[src/ebi_map.svh]
// Purpose: Offsets, field positions, reset values and timing counts of the external bus interface.
// Assumes: Included by bare name; definitions only.
// Notes: Byte addresses on the plain register port.
`ifndef EBI_MAP_SVH
`define EBI_MAP_SVH
`define EBI_ADDR_W 8
`define EBI_OFF_MODE_A 8'h04
`define EBI_OFF_MODE_B 8'h05
`define EBI_OFF_CS_CTRL 8'h08
`define EBI_OFF_WAIT_CNT 8'h1b
`define EBI_OFF_STATUS 8'h20
`define EBI_RST_MODE_A 8'h00
`define EBI_RST_MODE_B 8'h00
`define EBI_RST_CS_CTRL 8'h01
`define EBI_RST_WAIT_CNT 8'h00
`define EBI_B_PM_LO 0
`define EBI_B_PM_HI 1
`define EBI_B_STROBE 2
`define EBI_B_MUX_LO 4
`define EBI_B_MUX_HI 5
`define EBI_B_UPPER 6
`define EBI_B_BCLK_DIS 7
`define EBI_B_MID 1
`define EBI_B_NOWAIT0 4
`define EBI_CLK_MHZ 100
`define EBI_CLK_PERIOD_NS 10
`endif

[src/ebi_pkg.sv]
// Purpose: Types shared by the external bus interface files.
// Assumes: Offsets and counts live in ebi_map.svh.
// Notes: Nothing here is imported; users write ebi_pkg::name.
package ebi_pkg;
   typedef enum logic [1:0] {
      EBI_PM_SINGLE = 2'h0,
      EBI_PM_EXPAND = 2'h1,
      EBI_PM_FORBID = 2'h2,
      EBI_PM_MICRO = 2'h3
   } ebi_pmode_type;

   typedef enum logic [5:0] {
      EBI_ST_IDLE = 6'h01,
      EBI_ST_ADDR = 6'h02,
      EBI_ST_SWAIT = 6'h04,
      EBI_ST_LAST = 6'h08,
      EBI_ST_RDY = 6'h10,
      EBI_ST_END = 6'h20
   } ebi_state_type;

   typedef struct packed {
      logic [19:0] addr;
      logic [15:0] wdata;
      logic [1:0] area;
      logic write;
      logic word;
   } ebi_req_type;

   typedef struct packed {
      logic [19:0] addr;
      logic [15:0] data_o;
      logic [15:0] data_oe;
      logic [3:0] cs_n;
      logic rd_n;
      logic wrl_n;
      logic wrh_n;
      logic ale;
   } ebi_pins_type;
endpackage

[src/ebi_core.sv]
// Purpose: External bus controller driving address, data, chip selects, strobes, latch strobe and bus clock.
// Assumes: Core requests arrive on i_core_clk; bus pins are resolved by the bench from enables.
// Notes: The bus clock is the core clock gated by its enable, so its falling edge is mid-cycle.
`timescale 1ns/1ps
`include "ebi_map.svh"
// Contract
// Bus pins active only in expansion modes
// Mux field picks separate or multiplexed bus
// 8-bit mux shares D0-7 with A0-7
// 16-bit mux shares D0-7 with A1-8
// 16-bit mux space reaches even addresses only
// Port selects give 12, 16, 20 address bits
// Software uses only three width combinations
// Address may be stale until external access
// Width pin high means eight data lines
// Width pin held constant while running
// Enable bit turns pin into chip select
// Four areas each own a chip select
// Area wait bit selects programmed wait count
// Strobe style bit picks strobe combination
// Split strobes select written byte lanes
// Byte select with A0 encodes lanes
// Latch strobe pulses on multiplexed accesses
// Whole-space mux frees upper address pins
// Sample wait input at last falling edge; code uses the two-flop synchronised pin, sampled on rising edges
// Hold all outputs during inserted wait
// Wait input high resumes the cycle
// Wait input honoured only with wait bit clear
// Mode field selects single, expansion, micro
// Wait code gives one to three waits; code inserts zero to three wait states for codes 0 to 3
// Bus clock output follows core clock
module ebi_core (
   input wire logic i_core_clk,
   input wire logic i_sys_rst,
   input wire logic [`EBI_ADDR_W-1:0] i_reg_addr,
   input wire logic [7:0] i_reg_wdata,
   input wire logic i_reg_wr,
   input wire logic i_reg_rd,
   output logic [7:0] o_reg_rdata,
   input wire logic i_req_valid,
   input wire ebi_pkg::ebi_req_type i_req,
   output logic o_req_ready,
   output logic o_rsp_valid,
   output logic [15:0] o_rsp_data,
   input wire logic i_bus8,
   input wire logic i_wait_n,
   input wire logic [15:0] i_data,
   output ebi_pkg::ebi_pins_type o_pins,
   output logic [19:0] o_addr_oe,
   output logic [3:0] o_cs_oe,
   output logic o_strobe_oe,
   output logic o_bclk,
   output logic o_bclk_oe
);
   logic [7:0] mode_a_q, mode_a_d;
   logic [7:0] mode_b_q, mode_b_d;
   logic [7:0] cs_ctrl_q, cs_ctrl_d;
   logic [7:0] wait_cnt_q, wait_cnt_d;
   logic [7:0] rdata_q, rdata_d;
   ebi_pkg::ebi_state_type st_q, st_d;
   ebi_pkg::ebi_req_type req_q, req_d;
   logic [1:0] wcnt_q, wcnt_d;
   logic mux_q, mux_d;
   logic ale_q, ale_d;
   logic [15:0] rsp_q, rsp_d;
   logic rsp_v_q, rsp_v_d;
   logic [19:0] addr_q, addr_d;
   logic bus8_s, wait_n_s;
   logic [15:0] data_s;
   logic ext_mode, mux_whole, nowait, strobe_on, rd_n, wrl_n, wrh_n;
   logic [1:0] mux_sel;
   ebi_pkg::ebi_pmode_type pmode;

   ebi_sync #(.WIDTH(18), .RST_VAL(18'h3ffff)) u_sync (
      .i_core_clk(i_core_clk),
      .i_sys_rst(i_sys_rst),
      .i_async({i_bus8, i_wait_n, i_data}),
      .o_sync({bus8_s, wait_n_s, data_s})
   );

   always_comb begin
      pmode = ebi_pkg::ebi_pmode_type'(mode_a_q[`EBI_B_PM_HI:`EBI_B_PM_LO]);
      ext_mode = (pmode == ebi_pkg::EBI_PM_EXPAND) || (pmode == ebi_pkg::EBI_PM_MICRO);
      mux_sel = mode_a_q[`EBI_B_MUX_HI:`EBI_B_MUX_LO];
      mux_whole = ext_mode && (mux_sel == 2'h3);
   end

   // Register port. The forbidden mode code is refused so the block never sits in an undefined mode.
   always_comb begin
      mode_a_d = mode_a_q;
      mode_b_d = mode_b_q;
      cs_ctrl_d = cs_ctrl_q;
      wait_cnt_d = wait_cnt_q;
      rdata_d = 8'h00;
      if (i_reg_wr) begin
         case (i_reg_addr)
            `EBI_OFF_MODE_A: begin
               if (i_reg_wdata[`EBI_B_PM_HI:`EBI_B_PM_LO] != 2'h2) begin
                  mode_a_d = i_reg_wdata;
               end
            end
            `EBI_OFF_MODE_B: mode_b_d = i_reg_wdata & 8'h02;
            `EBI_OFF_CS_CTRL: cs_ctrl_d = i_reg_wdata;
            `EBI_OFF_WAIT_CNT: wait_cnt_d = i_reg_wdata;
            default: begin
            end
         endcase
      end
      if (i_reg_rd) begin
         case (i_reg_addr)
            `EBI_OFF_MODE_A: rdata_d = mode_a_q;
            `EBI_OFF_MODE_B: rdata_d = mode_b_q;
            `EBI_OFF_CS_CTRL: rdata_d = cs_ctrl_q;
            `EBI_OFF_WAIT_CNT: rdata_d = wait_cnt_q;
            `EBI_OFF_STATUS: rdata_d = {1'b0, bus8_s, wait_n_s, st_q[5:1]};
            default: rdata_d = 8'h00;
         endcase
      end
   end

   // Bus cycle sequencer.
   always_comb begin
      st_d = st_q;
      req_d = req_q;
      wcnt_d = wcnt_q;
      mux_d = mux_q;
      ale_d = 1'b0;
      rsp_d = rsp_q;
      rsp_v_d = 1'b0;
      addr_d = addr_q;
      nowait = cs_ctrl_q[`EBI_B_NOWAIT0 + req_q.area];
      o_req_ready = ext_mode && (st_q == ebi_pkg::EBI_ST_IDLE);
      case (st_q)
         ebi_pkg::EBI_ST_IDLE: begin
            if (o_req_valid_gate(i_req_valid, ext_mode)) begin
               req_d = i_req;
               mux_d = ext_mode && ((mux_sel == 2'h3) || (mux_sel == 2'h1 && i_req.area == 2'h2) ||
                       (mux_sel == 2'h2 && i_req.area == 2'h1));
               if (mux_d && !bus8_s) begin
                  req_d.addr = {i_req.addr[19:1], 1'b0};
                  req_d.word = 1'b0;
               end
               if (bus8_s) begin
                  req_d.word = 1'b0;
               end
               addr_d = req_d.addr;
               ale_d = mux_d;
               wcnt_d = wait_cnt_q[2 * i_req.area +: 2];
               st_d = ebi_pkg::EBI_ST_ADDR;
            end
         end
         ebi_pkg::EBI_ST_ADDR: begin
            if (!nowait || mux_q) begin
               st_d = (wcnt_q == 2'h0) ? ebi_pkg::EBI_ST_LAST : ebi_pkg::EBI_ST_SWAIT;
            end else begin
               st_d = ebi_pkg::EBI_ST_END;
            end
         end
         ebi_pkg::EBI_ST_SWAIT: begin
            wcnt_d = wcnt_q - 2'h1;
            if (wcnt_q == 2'h1) begin
               st_d = ebi_pkg::EBI_ST_LAST;
            end
         end
         ebi_pkg::EBI_ST_LAST, ebi_pkg::EBI_ST_RDY: begin
            // The synchronised pin stands for the value seen at the core clock rising edge two edges before the one that ends this cycle.
            if (!nowait && !wait_n_s) begin
               st_d = ebi_pkg::EBI_ST_RDY;
            end else begin
               st_d = ebi_pkg::EBI_ST_END;
            end
         end
         ebi_pkg::EBI_ST_END: begin
            rsp_d = bus8_s ? {8'h00, data_s[7:0]} : data_s;
            rsp_v_d = 1'b1;
            st_d = ebi_pkg::EBI_ST_IDLE;
         end
         default: st_d = ebi_pkg::EBI_ST_IDLE;
      endcase
   end

   function automatic logic o_req_valid_gate(input logic v, input logic en);
      o_req_valid_gate = v & en;
   endfunction

   always_ff @(posedge i_core_clk) begin
      if (i_sys_rst) begin
         mode_a_q <= `EBI_RST_MODE_A;
         mode_b_q <= `EBI_RST_MODE_B;
         cs_ctrl_q <= `EBI_RST_CS_CTRL;
         wait_cnt_q <= `EBI_RST_WAIT_CNT;
         rdata_q <= 8'h00;
         st_q <= ebi_pkg::EBI_ST_IDLE;
         req_q <= '0;
         wcnt_q <= 2'h0;
         mux_q <= 1'b0;
         ale_q <= 1'b0;
         rsp_q <= 16'h0000;
         rsp_v_q <= 1'b0;
         addr_q <= 20'h00000;
      end else begin
         mode_a_q <= mode_a_d;
         mode_b_q <= mode_b_d;
         cs_ctrl_q <= cs_ctrl_d;
         wait_cnt_q <= wait_cnt_d;
         rdata_q <= rdata_d;
         st_q <= st_d;
         req_q <= req_d;
         wcnt_q <= wcnt_d;
         mux_q <= mux_d;
         ale_q <= ale_d;
         rsp_q <= rsp_d;
         rsp_v_q <= rsp_v_d;
         addr_q <= addr_d;
      end
   end

   // Strobes go active after the address phase; RDY waits freeze every bus pin output except the bus clock, which keeps following the core clock.
   assign strobe_on = (st_q != ebi_pkg::EBI_ST_IDLE) && (st_q != ebi_pkg::EBI_ST_ADDR);

   ebi_lanes u_lanes (
      .i_active(st_q != ebi_pkg::EBI_ST_IDLE),
      .i_strobe_on(strobe_on),
      .i_write(req_q.write),
      .i_word(req_q.word),
      .i_a0(req_q.addr[0]),
      .i_bus8(bus8_s),
      .i_split(mode_a_q[`EBI_B_STROBE]),
      .o_rd_n(rd_n),
      .o_wrl_n(wrl_n),
      .o_wrh_n(wrh_n)
   );

   always_comb begin
      o_pins.addr = addr_q;
      o_pins.data_o = 16'h0000;
      o_pins.data_oe = 16'h0000;
      o_pins.cs_n = 4'hf;
      o_pins.rd_n = rd_n;
      o_pins.wrl_n = wrl_n;
      o_pins.wrh_n = wrh_n;
      o_pins.ale = ale_q;
      if (st_q != ebi_pkg::EBI_ST_IDLE) begin
         o_pins.cs_n[req_q.area] = 1'b0;
         if (mux_q && !strobe_on) begin
            if (bus8_s) begin
               o_pins.addr[7:0] = addr_q[7:0];
            end
         end else if (mux_q) begin
            if (bus8_s) begin
               o_pins.addr[7:0] = req_q.wdata[7:0];
            end else begin
               o_pins.addr[8:1] = req_q.wdata[7:0];
            end
         end
         if (req_q.write && strobe_on && !mux_q) begin
            o_pins.data_o = req_q.wdata;
            o_pins.data_oe = bus8_s ? 16'h00ff : 16'hffff;
         end
      end
      o_cs_oe = ext_mode ? cs_ctrl_q[3:0] : 4'h0;
      o_addr_oe = 20'h00000;
      if (ext_mode) begin
         o_addr_oe = 20'h00fff;
         if (!mode_b_q[`EBI_B_MID]) begin
            o_addr_oe[15:12] = 4'hf;
         end
         if (!mode_a_q[`EBI_B_UPPER]) begin
            o_addr_oe[19:16] = 4'hf;
         end
         if (mux_whole) begin
            o_addr_oe[19:9] = 11'h000;
         end
      end
      o_strobe_oe = ext_mode;
      o_bclk_oe = ext_mode && !mode_a_q[`EBI_B_BCLK_DIS];
   end

   assign o_bclk = i_core_clk & o_bclk_oe;
   assign o_reg_rdata = rdata_q;
   assign o_rsp_valid = rsp_v_q;
   assign o_rsp_data = rsp_q;
endmodule

[src/ebi_lanes.sv]
// Purpose: Strobe and byte-lane encoding for one bus cycle.
// Assumes: Inputs are registered request fields; output is combinational.
// Notes: Active-low strobes; high means idle.
`timescale 1ns/1ps
module ebi_lanes (
   input wire logic i_active,
   input wire logic i_strobe_on,
   input wire logic i_write,
   input wire logic i_word,
   input wire logic i_a0,
   input wire logic i_bus8,
   input wire logic i_split,
   output logic o_rd_n,
   output logic o_wrl_n,
   output logic o_wrh_n
);
   logic split_eff;

   always_comb begin
      split_eff = i_split & ~i_bus8;
      o_rd_n = 1'b1;
      o_wrl_n = 1'b1;
      o_wrh_n = 1'b1;
      if (i_active) begin
         o_wrh_n = ~(~i_bus8 & (i_word | i_a0));
         if (i_strobe_on) begin
            if (!i_write) begin
               o_rd_n = 1'b0;
            end else if (split_eff) begin
               o_wrl_n = ~(i_word | ~i_a0);
               o_wrh_n = ~(i_word | i_a0);
            end else begin
               o_wrl_n = 1'b0;
            end
         end
         if (split_eff && !(i_strobe_on && i_write)) begin
            o_wrh_n = 1'b1;
         end
      end
   end
endmodule

[src/ebi_sync.sv]
// Purpose: Two flip-flop synchroniser for pin inputs.
// Assumes: Input is asynchronous to i_core_clk.
// Notes: The first stage feeds only the second stage.
`timescale 1ns/1ps
module ebi_sync #(
   parameter int WIDTH = 1,
   parameter logic [WIDTH-1:0] RST_VAL = '0
) (
   input wire logic i_core_clk,
   input wire logic i_sys_rst,
   input wire logic [WIDTH-1:0] i_async,
   output logic [WIDTH-1:0] o_sync
);
   logic [WIDTH-1:0] meta_q;
   logic [WIDTH-1:0] meta_d;
   logic [WIDTH-1:0] sync_q;
   logic [WIDTH-1:0] sync_d;

   always_comb begin
      meta_d = i_async;
      sync_d = meta_q;
   end

   always_ff @(posedge i_core_clk) begin
      if (i_sys_rst) begin
         meta_q <= RST_VAL;
         sync_q <= RST_VAL;
      end else begin
         meta_q <= meta_d;
         sync_q <= sync_d;
      end
   end

   assign o_sync = sync_q;
endmodule
[config.mk]
export PLATFORM = sky130hd
export DESIGN_NAME = ebi_core
export DESIGN_NICKNAME = d
export VERILOG_FILES = /design/src/ebi_pkg.sv /design/src/ebi_core.sv /design/src/ebi_lanes.sv /design/src/ebi_sync.sv
export VERILOG_INCLUDE_DIRS = /design/src
export SDC_FILE = /design/constraint.sdc
export NUM_CORES = 1
export LEC_CHECK = 0
export ABC_CLOCK_PERIOD_IN_PS = 5900
export BUFFER_PORTS_ARGS = -buffer_cell sky130_fd_sc_hd__buf_2
export CAP_MARGIN = 20
export CORE_MARGIN = 2
export CORE_UTILIZATION = 45
export CTS_CLUSTER_SIZE = 8
export DETAILED_ROUTE_END_ITERATION = 10
export GPL_TIMING_DRIVEN = 0
export PLACE_DENSITY_LB_ADDON = 0.25
export SLEW_MARGIN = 20
export SYNTH_ARGS = -nofsm -noshare
export SYNTH_HDL_FRONTEND = slang
export SYNTH_SLANG_ARGS = --single-unit
[constraint.sdc]
create_clock -name i_core_clk -period 5.9 [get_ports i_core_clk]
set_input_delay 0.295 -clock i_core_clk [delete_from_list [all_inputs] [get_ports i_core_clk]]
set_output_delay 0.295 -clock i_core_clk [all_outputs]
set_load 0.005 [all_outputs]
## After elaboration in Yosys (flattened, before gate mapping)

Index checks and enable logic that the tools add are counted.

| storage, ports and cells | value |
|---|---|
| output and inout bits | 113 |
| word-level logic and storage cells | 144 |
| input bits | 79 |
| register bits | 136 |

| cells by class | value |
|---|---|
| eq/ne operators | 24 |
| $add $sub $neg | 2 |
| $lt $le $gt $ge | 3 |
| reductions and logical operators | 37 |
| shift operators | 1 |
| multiplexer cells | 44 |
| bitwise gates (word level) | 15 |

Operator list:

| operator | count |
|---|---|
| two-way mux 45 bit | 1 |
| case mux 8 bit (5 select lines) | 1 |
| two-way mux 16 bit | 2 |
| two-way mux 32 bit | 1 |
| two-way mux 6 bit | 4 |
| case mux 6 bit (4 select lines) | 1 |
| two-way mux 1 bit | 21 |
| two-way mux 20 bit | 1 |
| equality test 8 x 3 -> 1 bit (second input constant) | 2 |
| two-way mux 4 bit | 4 |
| logical AND 1 bit | 14 |
| AND reduction 2 bit | 6 |
| two-way mux 11 bit | 1 |
| two-way mux 9 bit | 1 |
| equality test 2 x 1 -> 1 bit (second input constant) | 4 |
| equality test 2 bit (second input constant) | 4 |
| equality test 8 x 4 -> 1 bit (second input constant) | 1 |
| equality test 8 x 5 -> 1 bit (second input constant) | 1 |
| equality test 8 x 6 -> 1 bit (second input constant) | 1 |
| two-way mux 8 bit | 1 |
| NOT 1 bit | 8 |
| indexed part select 8 x 4 -> 2 bit | 1 |
| zero test 1 bit | 7 |
| two-way mux 7 bit | 1 |
| other kinds (28) | 37 |

## Depth between registers and ports, before layout

Gate-level depths: netlist (run 1).

| depth | value |
|---|---|
| depth in word-level cells | 8 |
| gate-level depth with buffers | 8 |
| depth with buffers taken out | 5 |

## Cells and area by module

A second synthesis (run 1) with hierarchy kept.

| second synthesis, totals | value |
|---|---|
| cells, all modules | 678 |
| area total of the unflattened synthesis | 5869.4 µm² |

Modules (own cells, without submodules):

| module | cells each | instances | area an instance (µm²) | sequential area each (µm²) |
|---|---|---|---|---|
| ebi_core | 597 | 1 | 4843.4 | 2001.9 |
| ebi_sync | 75 | 1 | 979.7 | 720.7 |
| ebi_lanes | 6 | 1 | 46.3 | 0.0 |

==> out/qor_table.md, run 1 <==
| Quantity | This run | Unit |
|---|---|---|
| Outcome | complete, no violations | - |
| Peak supply drop | 202.4 | µV |
| Reg-to-reg slack, setup | 3.76 | ns |
| Number of diodes | 0 | - |
| Number of distinct library cell variants in the gate-level netlist after synthesis | 63 | - |
| Hold path startpoint | i_req[28] | - |
| Vias in the first global route | 4953 | - |
| Number of remaining DRC errors | 0 | - |
| Critical path fanouts, max | 2 | - |
| Power Dens Cells | 273.5 | nW/µm² |
| WL final | 15370 | µm |
| Total setup violations reported at the end of the flow | 0 | - |
| Maximum number of pins on one net before global-route repair | 18 | - |
| Min-delay worst type | input port to flop | - |
| Total non-filler cell area in the finished layout | 7943 | µm² |
| Gate count of the mapped netlist | 673 | - |
| Cell repeated most along the worst path | sky130_fd_sc_hd__clkbuf_16 | - |
| Slew Viols, Final | 0 | - |
| Final weighted congestion in routability-driven placement | 0.8705 | - |
| Number of primary I/O pins | 192 | - |
| Clock latency of the later-clocked register in the worst-skew pair | 0.52 | ns |
| Headroom to the max-slew limit | 33.56 | % |
| Quantity of I/O buffers inserted on ports | 191 | - |
| Total leakage power | 3.653 | nW |
| CP max-delay cell | sky130_fd_sc_hd__and2_1 | - |
| Initial antenna violation count | 0 | - |
| Total power | 2.173 | mW |
| Full die area | 13940 | µm² |
| Cell area after synthesis | 5857 | µm² |
| Violation count after the first detailed-route iteration | 413 | - |
| Multi-input logic area | 2567 | µm² |
| Kind of critical path | clock port to primary output | - |
| Sequential share of the synthesized area | 46.49 | % |
| Final clock skew | 0.005496 | ns |
| Number of antenna-violating nets in the routed design | 0 | - |
| Number of flops mapped to enable cells by yosys | 0 | - |
| Reg2reg path depth | 8 | - |
| First-pass GRT wire length | 24740 | µm |
| Worst setup margin | 2.156 | ns |
| Die Span X | 118.1 | µm |
| Initial Utilization | 46.22 | % |
| Floorplan die height | 118.1 | µm |
| Worst hold path stage count | 3 | - |
| Congestion Overflow GR | 0 | - |
| Fill cells | 1161 | - |
| Transition time at the pin with the least slew margin | 0.9889 | ns |
| Ratio of cells with drive above 1 in the final layout | 36.33 | % |
| CTS tree | built | - |
| Kind of start point of the critical path | clock port | - |
| Layout-stage area growth over the synthesis result | 35.61 | % |
| Number of iterations in the first detailed-routing pass | 5 | - |
| Worst reg2reg path endpoint | wcnt_q[1] | - |
| Critical path required time | 5.61 | ns |
| Via density per instance | 4.887 | - |
| Kind of end point of the critical path | primary output | - |
| Critical Path, Cell by Cell | clkbuf_16, clkbuf_16, and2_1, buf_2 | - |
| Total number of vias | 5346 | - |
| Top_reg_cell synth | sky130_fd_sc_hd__dfxtp_1 | - |
| Post-detail-place hpwl | 11390 | µm |
| Post-synthesis net count | 754 | - |
| Clock transition at path regs | 0.06 | ns |
| Count of yosys warnings during synthesis | 0 | - |
| Flops & latches, synth | 136 | - |
| R2R Path Start | st_q[5] | - |
| Async SR Flop Fraction | 0 | % |
| Total of max-cap violations | 0 | - |
| Crit path DAT | 3.45 | ns |
| Core Rows | 41 | - |
| Number of failing hold endpoints at the final stage | 0 | - |
| Global routing usage summed across all routing layers | 22.11 | % |
| RSZ-0062 raised after global routing | no | - |
| Largest incremental delay on the critical path | 0.13 | ns |
| Hold Path Sink | addr_q[8] | - |
| Sum of negative setup slack | 0 | ns |
| Post-layout net count | 990 | - |
| Storage cell area | 2723 | µm² |
| Synthesized area per cell | 8.703 | µm² |
| Pre-CTS setup slack | 2.433 | ns |
| Wire length per cell | 14.05 | µm |
| Core box area | 12670 | µm² |
| Area of placed instances | 7028 | µm² |
-- state kept, by name, indices dropped and copies added, names as in the netlist --
| name | cells |
|---|---|
| cs_ctrl_q | 8 |
| ale_q | 1 |
| wcnt_q | 2 |
| u_sync.o_sync | 18 |
| o_rsp_valid | 1 |
| mode_b_q | 1 |
| o_reg_rdata | 8 |
| mode_a_q | 8 |
| u_sync.meta_q | 18 |
| o_rsp_data | 16 |
| st_q | 6 |
| wait_cnt_q | 8 |
| req_q | 20 |
| addr_q | 20 |
| mux_q | 1 |
-- power breakdown --
| group | internal [mW] | total, mW | switching, mW | leakage [nW] |
|---|---|---|---|---|
| combinational | 0.0441 | 0.0886 | 0.0444 | 2.21 |
| sequential | 0.930 | 0.933 | 0.00319 | 1.10 |
| clock | 0.694 | 1.15 | 0.457 | 0.341 |
-- critical path, delay by kind of cell --
kind / cells / cell delay (ns)
buffers and inverters: 3 / 0.37
and+or+nand+nor: 1 / 0.13
-- layout by cell type (no fill, tap or decap), drive strengths merged, types with 11 or more instances in the layout --
cell and n:
nand3 12, dlygate4sd3 23, a21oi 65, clkbuf 46, inv 20, nand2 129
and2 23, or2 36, nor2 36, dfxtp 136, mux2i 30, buf 250
o21ai 11
-- per-stage QoR --
| stage | util, % | instances | hold WS, ns |
|---|---|---|---|
| 2_1_floorplan | - | 673 | 0.3895 |
| 3_3_place_gp | 55.47 | 1036 | 0.3928 |
| 3_5_place_dp | 55.47 | 1036 | 0.3928 |
| 4_1_cts | 62.63 | 1094 | 0.0009501 |
| 5_1_grt | 62.68 | 1094 | 0.006541 |
| 6_report | 62.68 | 1094 | 0.01029 |
-- layer usage --
layer  vias to the layer above  share of wire [%]  GRT usage [%]
li1                       2713                  -              -
met1                      2421                 44          28.09
met2                       197                 48          36.81
met3                        15                6.7          5.766
met4                         0                1.4          6.627
met5                         -                  0              0
-- synthesized netlist by cell type, types with 3 or more instances --
library cell,count,area (µm²)
sky130_fd_sc_hd__a21oi_1,64,320.3
sky130_fd_sc_hd__a32oi_1,3,26.28
sky130_fd_sc_hd__and2_1,23,143.9
sky130_fd_sc_hd__a22oi_1,7,52.55
sky130_fd_sc_hd__buf_4,46,345.3
sky130_fd_sc_hd__a211o_1,6,52.55
sky130_fd_sc_hd__xnor2_1,3,26.28
sky130_fd_sc_hd__and3_1,4,25.02
sky130_fd_sc_hd__or3_1,5,31.28
sky130_fd_sc_hd__o22ai_1,3,18.77
sky130_fd_sc_hd__buf_6,4,45.04
sky130_fd_sc_hd__mux4_2,3,67.56
sky130_fd_sc_hd__nand2b_1,3,18.77
sky130_fd_sc_hd__nor3_1,8,40.04
sky130_fd_sc_hd__inv_1,11,41.29
sky130_fd_sc_hd__mux2i_1,30,300.3
sky130_fd_sc_hd__dfxtp_1,136,2723
sky130_fd_sc_hd__nor2b_1,7,43.79
sky130_fd_sc_hd__clkbuf_1,26,97.59
sky130_fd_sc_hd__nand2_1,129,484.2
sky130_fd_sc_hd__buf_2,8,40.04
sky130_fd_sc_hd__nand3_1,12,60.06
sky130_fd_sc_hd__o21ai_0,9,45.04
sky130_fd_sc_hd__nor2_1,35,131.4
sky130_fd_sc_hd__nand4_1,6,37.54
sky130_fd_sc_hd__or2_2,36,225.2
-- cell families (layout without fill, tap and decap cells) --
kind of cell | count (synthesis) | in the layout | share of synthesized area [%]
and+or+nand+nor | 285 | 285 | 24.12
DFF | 136 | 136 | 46.49
AOI/OAI and AO/OA | 116 | 116 | 12.07
buffers and inverters | 96 | 345 | 9.784
muxes | 35 | 35 | 6.665
xor gates and xnor gates | 3 | 3 | 0.4487
adders and majority gates | 2 | 2 | 0.4272
-- final cells by class --
| cell class | count | share of cell area [%] |
|---|---|---|
| flip-flops and latches | 136 | 34.28 |
| multi-input cells | 441 | 32.33 |
| clock inverters | 15 | 2.237 |
| repair buffers | 213 | 14.87 |
| plain buffers | 85 | 6.695 |
| inverters | 11 | 0.5198 |
| clock buffers | 21 | 6.364 |
| well taps | 172 | 2.710 |
-- repair_timing --
item	in CTS	in global routing
hold buffers	23	0
gates resized for setup	0	0
setup buffers	0	0
endpoints found under the hold margin	23	0
-- worst max-delay path by stage --
stage,from,end,slack (ns),depth (start not counted)
2_1_floorplan,i_core_clk,o_bclk,2.53,1
3_5_place_dp,i_core_clk,o_bclk,2.43,2
6_report,i_core_clk,o_bclk,2.16,4
4_1_cts,i_core_clk,o_bclk,2.15,4
5_1_grt,i_core_clk,o_bclk,2.13,4
3_3_place_gp,i_core_clk,o_bclk,2.43,2
Note: power is estimated with default switching activity, not from simulation.
==> run 2: changes to the inputs <==
--- a/config.mk
+++ b/config.mk
@@ -6,7 +6,8 @@
 export SDC_FILE = /design/constraint.sdc
 export NUM_CORES = 1
 export LEC_CHECK = 0
-export ABC_CLOCK_PERIOD_IN_PS = 5900
+export ABC_AREA = 1
+export ABC_CLOCK_PERIOD_IN_PS = 3750
 export BUFFER_PORTS_ARGS = -buffer_cell sky130_fd_sc_hd__buf_2
 export CAP_MARGIN = 20
 export CORE_MARGIN = 2
==> constraint.sdc (replaced) <==
create_clock -name i_core_clk -period 3.75 [get_ports i_core_clk]
set_input_delay 0.1875 -clock i_core_clk [delete_from_list [all_inputs] [get_ports i_core_clk]]
set_output_delay 0.1875 -clock i_core_clk [all_outputs]
set_load 0.005 [all_outputs]
==> run 2 against run 1 <==
Setup slack got worse by 0.97 ns; clock-buffer cell count increased by 2; register-to-register slack got worse by 1.7 ns.
==> out/qor_table.md, run 2 <==
| Quantity | This run | Unit | Delta |
|---|---|---|---|
| Outcome | complete, no violations | - |  |
| Total number of vias | 5990 | - | +12% |
| Reported net switching power | 721.9 | µW | +43% |
| Cell area after synthesis | 5946 | µm² | +1.5% |
| Most frequent standard cell in the layout excluding fill and tap cells | sky130_fd_sc_hd__buf_2 | - |  |
| CTS tree | built | - |  |
| Crit path DAT | 2.37 | ns | -1.08 ns |
| Transition time at the pin with the least slew margin | 0.5848 | ns | -0.4041 ns |
| Final clock skew | 0.008663 | ns | +0.003168 ns |
| Number of distinct library cell variants in the gate-level netlist after synthesis | 35 | - | -44% |
| Core Rows | 41 | - | unchanged |
| Met2 wire length | 7896 | µm | +6.0% |
| Synthesized area per cell | 7.441 | µm² | -14% |
| Top_reg_cell synth | sky130_fd_sc_hd__dfxtp_1 | - |  |
| Slew Viols, Final | 0 | - | unchanged |
| Highest metal used | met4 | - |  |
| Share of total power in combinational logic | 5.6 | % | +1.5 points |
| Most frequent cells in the layout | sky130_fd_sc_hd__buf_2, sky130_fd_sc_hd__nor2_1, sky130_fd_sc_hd__dfxtp_1 | - |  |
| Count of yosys warnings during synthesis | 0 | - | unchanged |
| Post-synthesis net count | 880 | - | +17% |
| Peak supply drop | 325.0 | µV | +61% |
| Ratio of cells with drive above 1 in the final layout | 31.40 | % | -4.9 points |
| RSZ-0062 raised after global routing | no | - |  |
| Sequential share of the synthesized area | 45.79 | % | -0.69 points |
| Critical path required time | 3.56 | ns | -2.05 ns |
| Seq pwr share | 43.9 | % | +1.0 points |
| Switching power share of the total | 21.58 | % | -1.7 points |
| Async SR Flop Fraction | 0 | % | unchanged |
| Total power | 3.345 | mW | +54% |
| Sum of negative setup slack | 0 | ns | unchanged |
| Gate count of the mapped netlist | 799 | - | +19% |
| Number of antenna-violating nets in the routed design | 0 | - | unchanged |
| Total of max-cap violations | 0 | - | unchanged |
| Initial Utilization | 46.55 | % | +0.32 points |
| Wire length per cell | 13.43 | µm | -4.4% |
| Power Dens Cells | 399.4 | nW/µm² | +46% |
| Kind of end point of the critical path | primary output | - |  |
| Kind of critical path | clock port to primary output | - |  |
| Post-CTS setup repair buffer count | 0 | - | unchanged |
| Flops & latches, synth | 136 | - | unchanged |
| Clock network fraction of total power | 50.4 | % | -2.6 points |
| Full die area | 14150 | µm² | +1.5% |
| Proportion of netlist area held by the largest area contributor | 45.79 | % | -0.69 points |
| First-pass GRT wire length | 26640 | µm | +7.7% |
| Clock transition at path regs | 0.06 | ns | about the same |
| Number of flops mapped to enable cells by yosys | 0 | - | unchanged |
| Vias in the first global route | 5471 | - | +10% |
| Total leakage power | 3.997 | nW | +9.4% |
| Critical path fanouts, max | 2 | - | unchanged |
| Die Span X | 118.9 | µm | +0.73% |
| Total setup violations reported at the end of the flow | 0 | - | unchanged |
| Top cells by instance count after synthesis | sky130_fd_sc_hd__nor2_1, sky130_fd_sc_hd__dfxtp_1, sky130_fd_sc_hd__nand2_1 | - |  |
| Initial antenna violation count | 0 | - | unchanged |
| Post-layout net count | 1156 | - | +17% |
| Cell-internal power | 2.623 | mW | +57% |
| Number of failing hold endpoints at the final stage | 0 | - | unchanged |
| M1 WL | 7585 | µm | +13% |
| Worst hold slack across all endpoints | 0.01238 | ns | +0.002095 ns |
| Number of primary I/O pins | 192 | - | unchanged |
| Global routing usage summed across all routing layers | 23.80 | % | +1.7 points |
| Number of remaining DRC errors | 0 | - | unchanged |
| Number of iterations in the first detailed-routing pass | 4 | - | -1 |
| Cell type with the highest aggregate area in the netlist | sky130_fd_sc_hd__dfxtp_1 | - |  |
| Number of gates resized after CTS | 0 | - | unchanged |
| Congestion Overflow GR | 0 | - | unchanged |
| Kind of start point of the critical path | clock port | - |  |
| Floorplan die height | 118.9 | µm | +0.73% |
| Reg-to-reg slack, setup | 2.03 | ns | -1.73 ns |
| Maximum number of pins on one net before global-route repair | 17 | - | -1 |
| Layout-stage area growth over the synthesis result | 40.85 | % |  |
| Fill cells | 1132 | - | -2.5% |
| Library cell with the highest instance count after synthesis | sky130_fd_sc_hd__nor2_1 | - |  |
| Via density per instance | 4.762 | - | -2.6% |
| Post-detail-place hpwl | 12160 | µm | +6.8% |
| Final weighted congestion in routability-driven placement | 0.9651 | - | +11% |
| Quantity of I/O buffers inserted on ports | 190 | - | -0.52% |
| Met3 routed wirelength | 1116 | µm | +8.9% |
| Number of buffers inserted for hold repair after clock tree synthesis | 64 | - | +180% |
| WL final | 16890 | µm | +9.9% |
| Biggest registers after layout | addr_q: 20 flops, req_q: 20 flops | - |  |
| Core box area | 12770 | µm² | +0.81% |
| Headroom to the max-slew limit | 60.87 | % | +27 points |
| Clock latency of the later-clocked register in the worst-skew pair | 0.54 | ns | +0.02 ns |
| Min-delay worst type | input port to flop | - |  |
| Area contributors post-synth | sky130_fd_sc_hd__dfxtp_1, sky130_fd_sc_hd__nor2_1, sky130_fd_sc_hd__o21ai_0 | - |  |
| Number of diodes | 0 | - | unchanged |
| Violation count after the first detailed-route iteration | 315 | - | -24% |
-- run 2: changes by cell type in the layout (fill, tap and decap cells not counted), sizes merged, moves of 7 or more --
| cell | previous run | this run |
|---|---|---|
| nor2 | 36 | 153 |
| o21ai | 11 | 94 |
| nand3 | 12 | 69 |
| inv | 20 | 75 |
| dlygate4sd3 | 23 | 64 |
| nand2 | 129 | 94 |
| mux2i | 30 | 0 |
| a21oi | 65 | 38 |
| and2 | 23 | 1 |
| a22oi | 7 | 0 |
| nor2b | 7 | 0 |
-- run 2: through the flow --
step                      util, %  area (µm²)  setup WS [ns]  cells
after global placement      55.68        7112          1.456   1161
final                       65.56        8374          1.190   1258
after global routing        65.56        8374          1.084   1258
after CTS                   65.56        8374          1.185   1258
after floorplan                 -        5946          1.562    799
after detailed placement    55.68        7112          1.456   1161
-- run 2: layer usage --
metal,global-route usage [%],vias to the layer above
met1,29.93,2680
li1,-,3070
met4,8.854,0
met3,6.609,24
met2,38.90,216
met5,0,-
-- run 2: path summary, 6_finish.rpt --
path                                       start               end  cells past startpoint
worst max register to register       mode_a_q[0]        addr_q[18]                      7
worst min register to register  u_sync.meta_q[5]  u_sync.o_sync[5]                      1
worst min-delay path               i_reg_addr[0]       mode_b_q[1]                      4
worst max-delay path                  i_core_clk            o_bclk                      4
-- run 2: layout make-up --
cell class	count	area (µm²)	area share, %
Inverter	75	281.5	3.362
Clock buffer	23	523.0	6.245
Timing Repair Buffer	253	1587	18.95
Sequential cell	136	2723	32.51
Multi-Input combinational cell	511	2454	29.30
Buffer	77	488.0	5.827
Tap cell	172	215.2	2.570
Clock inverter	11	103.9	1.240
-- run 2: power by group through the flow --
stage / registers, mW / logic [mW] / clock network (mW)
finish: 1.47 / 0.188 / 1.69
global route: 1.47 / 0.209 / 1.78
CTS: 1.47 / 0.186 / 1.71
detailed placement: 1.50 / 0.133 / 0.00300
global placement: 1.50 / 0.132 / 0.00300
floorplan: 1.50 / 0.0660 / 0.00299
-- run 2: worst max-delay path: stages --
cell	delay [ns]
sky130_fd_sc_hd__clkbuf_16	0.12
sky130_fd_sc_hd__clkbuf_16	0.12
sky130_fd_sc_hd__nor3b_1	0.12
sky130_fd_sc_hd__buf_2	0.13
-- run 2: cell families after synthesis --
family | Yosys count | share of synthesized area (%)
DFF | 136 | 45.79
buffers and inverters | 152 | 12.94
AOI/OAI and AO/OA | 140 | 12.18
xor gates and xnor gates | 1 | 0.1473
adders and majority gates | 2 | 0.4208
and+or+nand+nor | 368 | 28.51
==> run 3: changes to the inputs <==
--- a/config.mk
+++ b/config.mk
@@ -6,8 +6,8 @@
 export SDC_FILE = /design/constraint.sdc
 export NUM_CORES = 1
 export LEC_CHECK = 0
-export ABC_AREA = 1
-export ABC_CLOCK_PERIOD_IN_PS = 3750
+export ABC_AREA = 0
+export ABC_CLOCK_PERIOD_IN_PS = 2500
 export BUFFER_PORTS_ARGS = -buffer_cell sky130_fd_sc_hd__buf_2
 export CAP_MARGIN = 20
 export CORE_MARGIN = 2
==> constraint.sdc (replaced) <==
create_clock -name i_core_clk -period 2.5 [get_ports i_core_clk]
set_input_delay 0.125 -clock i_core_clk [delete_from_list [all_inputs] [get_ports i_core_clk]]
set_output_delay 0.125 -clock i_core_clk [all_outputs]
set_load 0.005 [all_outputs]
==> run 3 against run 2 <==
Largest cell class unchanged; clock power rose by 62%; worst hold slack better by 0.030 ns; critical endpoint is now o_pins[31]; die area shrank 1.4%; non-clock buffer count is 18 higher; sequential power is 50% higher; clock-buffer cell count down 2; combinational power grew 40%; routed wire length decreased by 4.2%; sequential share of layout area down 0.47 points; register-to-register slack worse by 1.7 ns; first-iteration DRC count is 5.7% lower.
==> out/qor_table.md, run 3 (synthesis results as in run 1) <==
| Quantity | This run | Unit | Delta |
|---|---|---|---|
| Congestion Overflow GR | 0 | - | unchanged |
| Critical Path, Cell by Cell | buf_6, or4_4, o21ai_4, buf_6, nor2_4, clkbuf_8, and2_1, buf_2 | - |  |
| Slew Viols, Final | 0 | - | unchanged |
| Biggest registers after layout | addr_q: 20 flops, req_q: 20 flops | - |  |
| Core Rows | 41 | - | unchanged |
| Post-layout net count | 1040 | - | -10% |
| Full die area | 13940 | µm² | -1.4% |
| CP max-delay cell | sky130_fd_sc_hd__or4_4 | - |  |
| Final clock skew | 0.007621 | ns | -0.001042 ns |
| Final critical-path required period | 2.437 | ns |  |
| Maximum number of pins on one net before global-route repair | 17 | - | unchanged |
| Number of diodes | 0 | - | unchanged |
| Die Span X | 118.1 | µm | -0.72% |
| Kind of start point of the critical path | flop | - |  |
| Kind of end point of the critical path | primary output | - |  |
| R2R Path Start | st_q[5] | - |  |
| Cell-internal power | 3.981 | mW | +52% |
| Area of placed instances | 7028 | µm² | -1.2% |
| CTS tree | built | - |  |
| Hold path startpoint | i_sys_rst | - |  |
| Clock latency of the later-clocked register in the worst-skew pair | 0.52 | ns | -0.02 ns |
| Reported net switching power | 1.214 | mW | +68% |
| Cell repeated most along the worst path | sky130_fd_sc_hd__buf_6 | - |  |
| Number of iterations in the first detailed-routing pass | 5 | - | +1 |
| Total of max-cap violations | 0 | - | unchanged |
| Total number of vias | 5553 | - | -7.3% |
| Final weighted congestion in routability-driven placement | 0.8705 | - | -9.8% |
| Share of total power in combinational logic | 5.1 | % | -0.5 points |
| Sum of negative setup slack | 0 | ns | unchanged |
| Worst reg2reg path endpoint | req_q[4] | - |  |
| Initial Utilization | 46.22 | % | -0.32 points |
| Transition time at the pin with the least slew margin | 0.8982 | ns | +0.3134 ns |
| Crit path DAT | 2.31 | ns | -0.06 ns |
| Total non-filler cell area in the finished layout | 8504 | µm² | +1.6% |
| Kind of critical path | flop to primary output | - |  |
| Global routing usage summed across all routing layers | 23.31 | % | -0.50 points |
| Min-delay worst type | input port to flop | - |  |
| Sum of buffers and inverters on the critical path | 4 | - | +1 |
| Peak supply drop | 476.7 | µV | +47% |
| Most frequent standard cell in the layout excluding fill and tap cells | sky130_fd_sc_hd__buf_2 | - |  |
| First-pass GRT wire length | 26120 | µm | -1.9% |
| Number of remaining DRC errors | 0 | - | unchanged |
| Reg2reg path depth | 7 | - | unchanged |
| Most frequent cells in the layout | sky130_fd_sc_hd__buf_2, sky130_fd_sc_hd__dfxtp_1, sky130_fd_sc_hd__nand2_1 | - |  |
| WL final | 16190 | µm | -4.2% |
| Post-detail-place hpwl | 11390 | µm | -6.3% |
| Layout-stage area growth over the synthesis result | 45.20 | % |  |
| Power Dens Cells | 610.8 | nW/µm² | +53% |
| Number of primary I/O pins | 192 | - | unchanged |
| Worst hold path stage count | 3 | - | -1 |
| Violation count after the first detailed-route iteration | 297 | - | -5.7% |
| Vias in the first global route | 5299 | - | -3.1% |
| Wire length per cell | 14.15 | µm | +5.4% |
| Quantity of I/O buffers inserted on ports | 191 | - | +0.53% |
| Switching power share of the total | 23.37 | % | +1.8 points |
| Clock network fraction of total power | 52.5 | % | +2.1 points |
| Critical path required time | 2.38 | ns | -1.18 ns |
| Total leakage power | 3.893 | nW | -2.6% |
| Number of failing hold endpoints at the final stage | 0 | - | unchanged |
| Finished Layout Cells | 1144 | - | -9.1% |
| F_max | 0.4103 | GHz |  |
| Number of antenna-violating nets in the routed design | 0 | - | unchanged |
| Critical path fanouts, max | 9 | - | +7 |
| Floorplan die height | 118.1 | µm | -0.72% |
| Core box area | 12670 | µm² | -0.80% |
| Total setup violations reported at the end of the flow | 0 | - | unchanged |
| RSZ-0062 raised after global routing | no | - |  |
| Via density per instance | 4.854 | - | +1.9% |
| Total power | 5.195 | mW | +55% |
| Seq pwr share | 42.4 | % | -1.5 points |
| Hold Path Sink | cs_ctrl_q[0] | - |  |
| # placed instances | 1036 | - | -11% |
| Reg-to-reg slack, setup | 0.28 | ns | -1.75 ns |
| Headroom to the max-slew limit | 40.06 | % | -21 points |
| Ratio of cells with drive above 1 in the final layout | 36.21 | % | +4.8 points |
| Largest incremental delay on the critical path | 0.55 | ns | +0.42 ns |
| Clock transition at path regs | 0.06 | ns | about the same |
| Outcome | complete, no violations | - |  |
| Share of the cycle needed by the critical path after routing | 97.49 | % |  |
| Top delay family on crit path | simple AND/OR/NAND/NOR gates | - |  |
| Initial antenna violation count | 0 | - | unchanged |
==> run 3: through the flow <==
| step | utilization [%] | hold slack (ns) | setup WS [ns] |
|---|---|---|---|
| 2_1_floorplan | - | 0.2288 | 0.4541 |
| 3_3_place_gp | 55.47 | 0.3092 | 0.1368 |
| 3_5_place_dp | 55.47 | 0.3092 | 0.1293 |
| 4_1_cts | 66.69 | 0.02210 | 0.008171 |
| 5_1_grt | 67.12 | 0.06040 | 0.004251 |
| 6_report | 67.12 | 0.04261 | 0.06264 |
==> run 3: how the worst max path moves through the flow <==
stage	to	startpoint	cells past startpoint
2_1_floorplan	wcnt_q[1]	st_q[5]	8
3_3_place_gp	o_pins[31]	st_q[5]	8
3_5_place_dp	o_pins[31]	st_q[5]	8
4_1_cts	o_pins[31]	st_q[4]	7
5_1_grt	o_pins[23]	st_q[0]	7
6_report	o_pins[31]	st_q[5]	8
==> run 3: worst reg2reg max path: stages, from the launching register on <==
cell and delay [ns]:
sky130_fd_sc_hd__dfxtp_1 0.31, sky130_fd_sc_hd__buf_6 0.13, sky130_fd_sc_hd__or4_4 0.56, sky130_fd_sc_hd__buf_4 0.18, sky130_fd_sc_hd__nor3_4 0.37, sky130_fd_sc_hd__buf_2 0.30
sky130_fd_sc_hd__nand2_1 0.10, sky130_fd_sc_hd__a21oi_1 0.18
==> run 3: metal layers <==
layer / vias up / global-route usage (%) / wire length [µm]
li1: 2814 / - / -
met1: 2524 / 28.59 / 7092
met2: 194 / 39.67 / 7900
met3: 21 / 5.766 / 911
met4: 0 / 8.133 / 280
met5: - / 0 / 0
==> run 3: final cells by class <==
| cell class | instances | area [µm²] |
|---|---|---|
| buffer | 83 | 530.5 |
| clock buffer | 21 | 505.5 |
| clock inverter | 15 | 177.7 |
| fill | 1074 | 4167 |
| inverter | 11 | 41.29 |
| multi-input combinational | 441 | 2624 |
| sequential | 136 | 2725 |
| tap | 172 | 215.2 |
| timing repair buffer | 265 | 1685 |
==> run 3: power by group through the flow <==
stage,clock (mW),sequential (mW),combinational [mW]
CTS,2.77,2.20,0.262
floorplan,0.000255,2.25,0.0779
global placement,0.000274,2.25,0.180
global route,2.87,2.20,0.287
detailed placement,0.000274,2.25,0.180
finish,2.73,2.20,0.264
==> run 3: what timing repair did <==
action,4_1_cts,5_1_grt
cloned,1,0
pin swaps,1,4
endpoints found under the setup margin,46,27
hold buffers,67,0
endpoints found under the hold margin,83,0
setup buffers,2,5
resized for setup,16,3
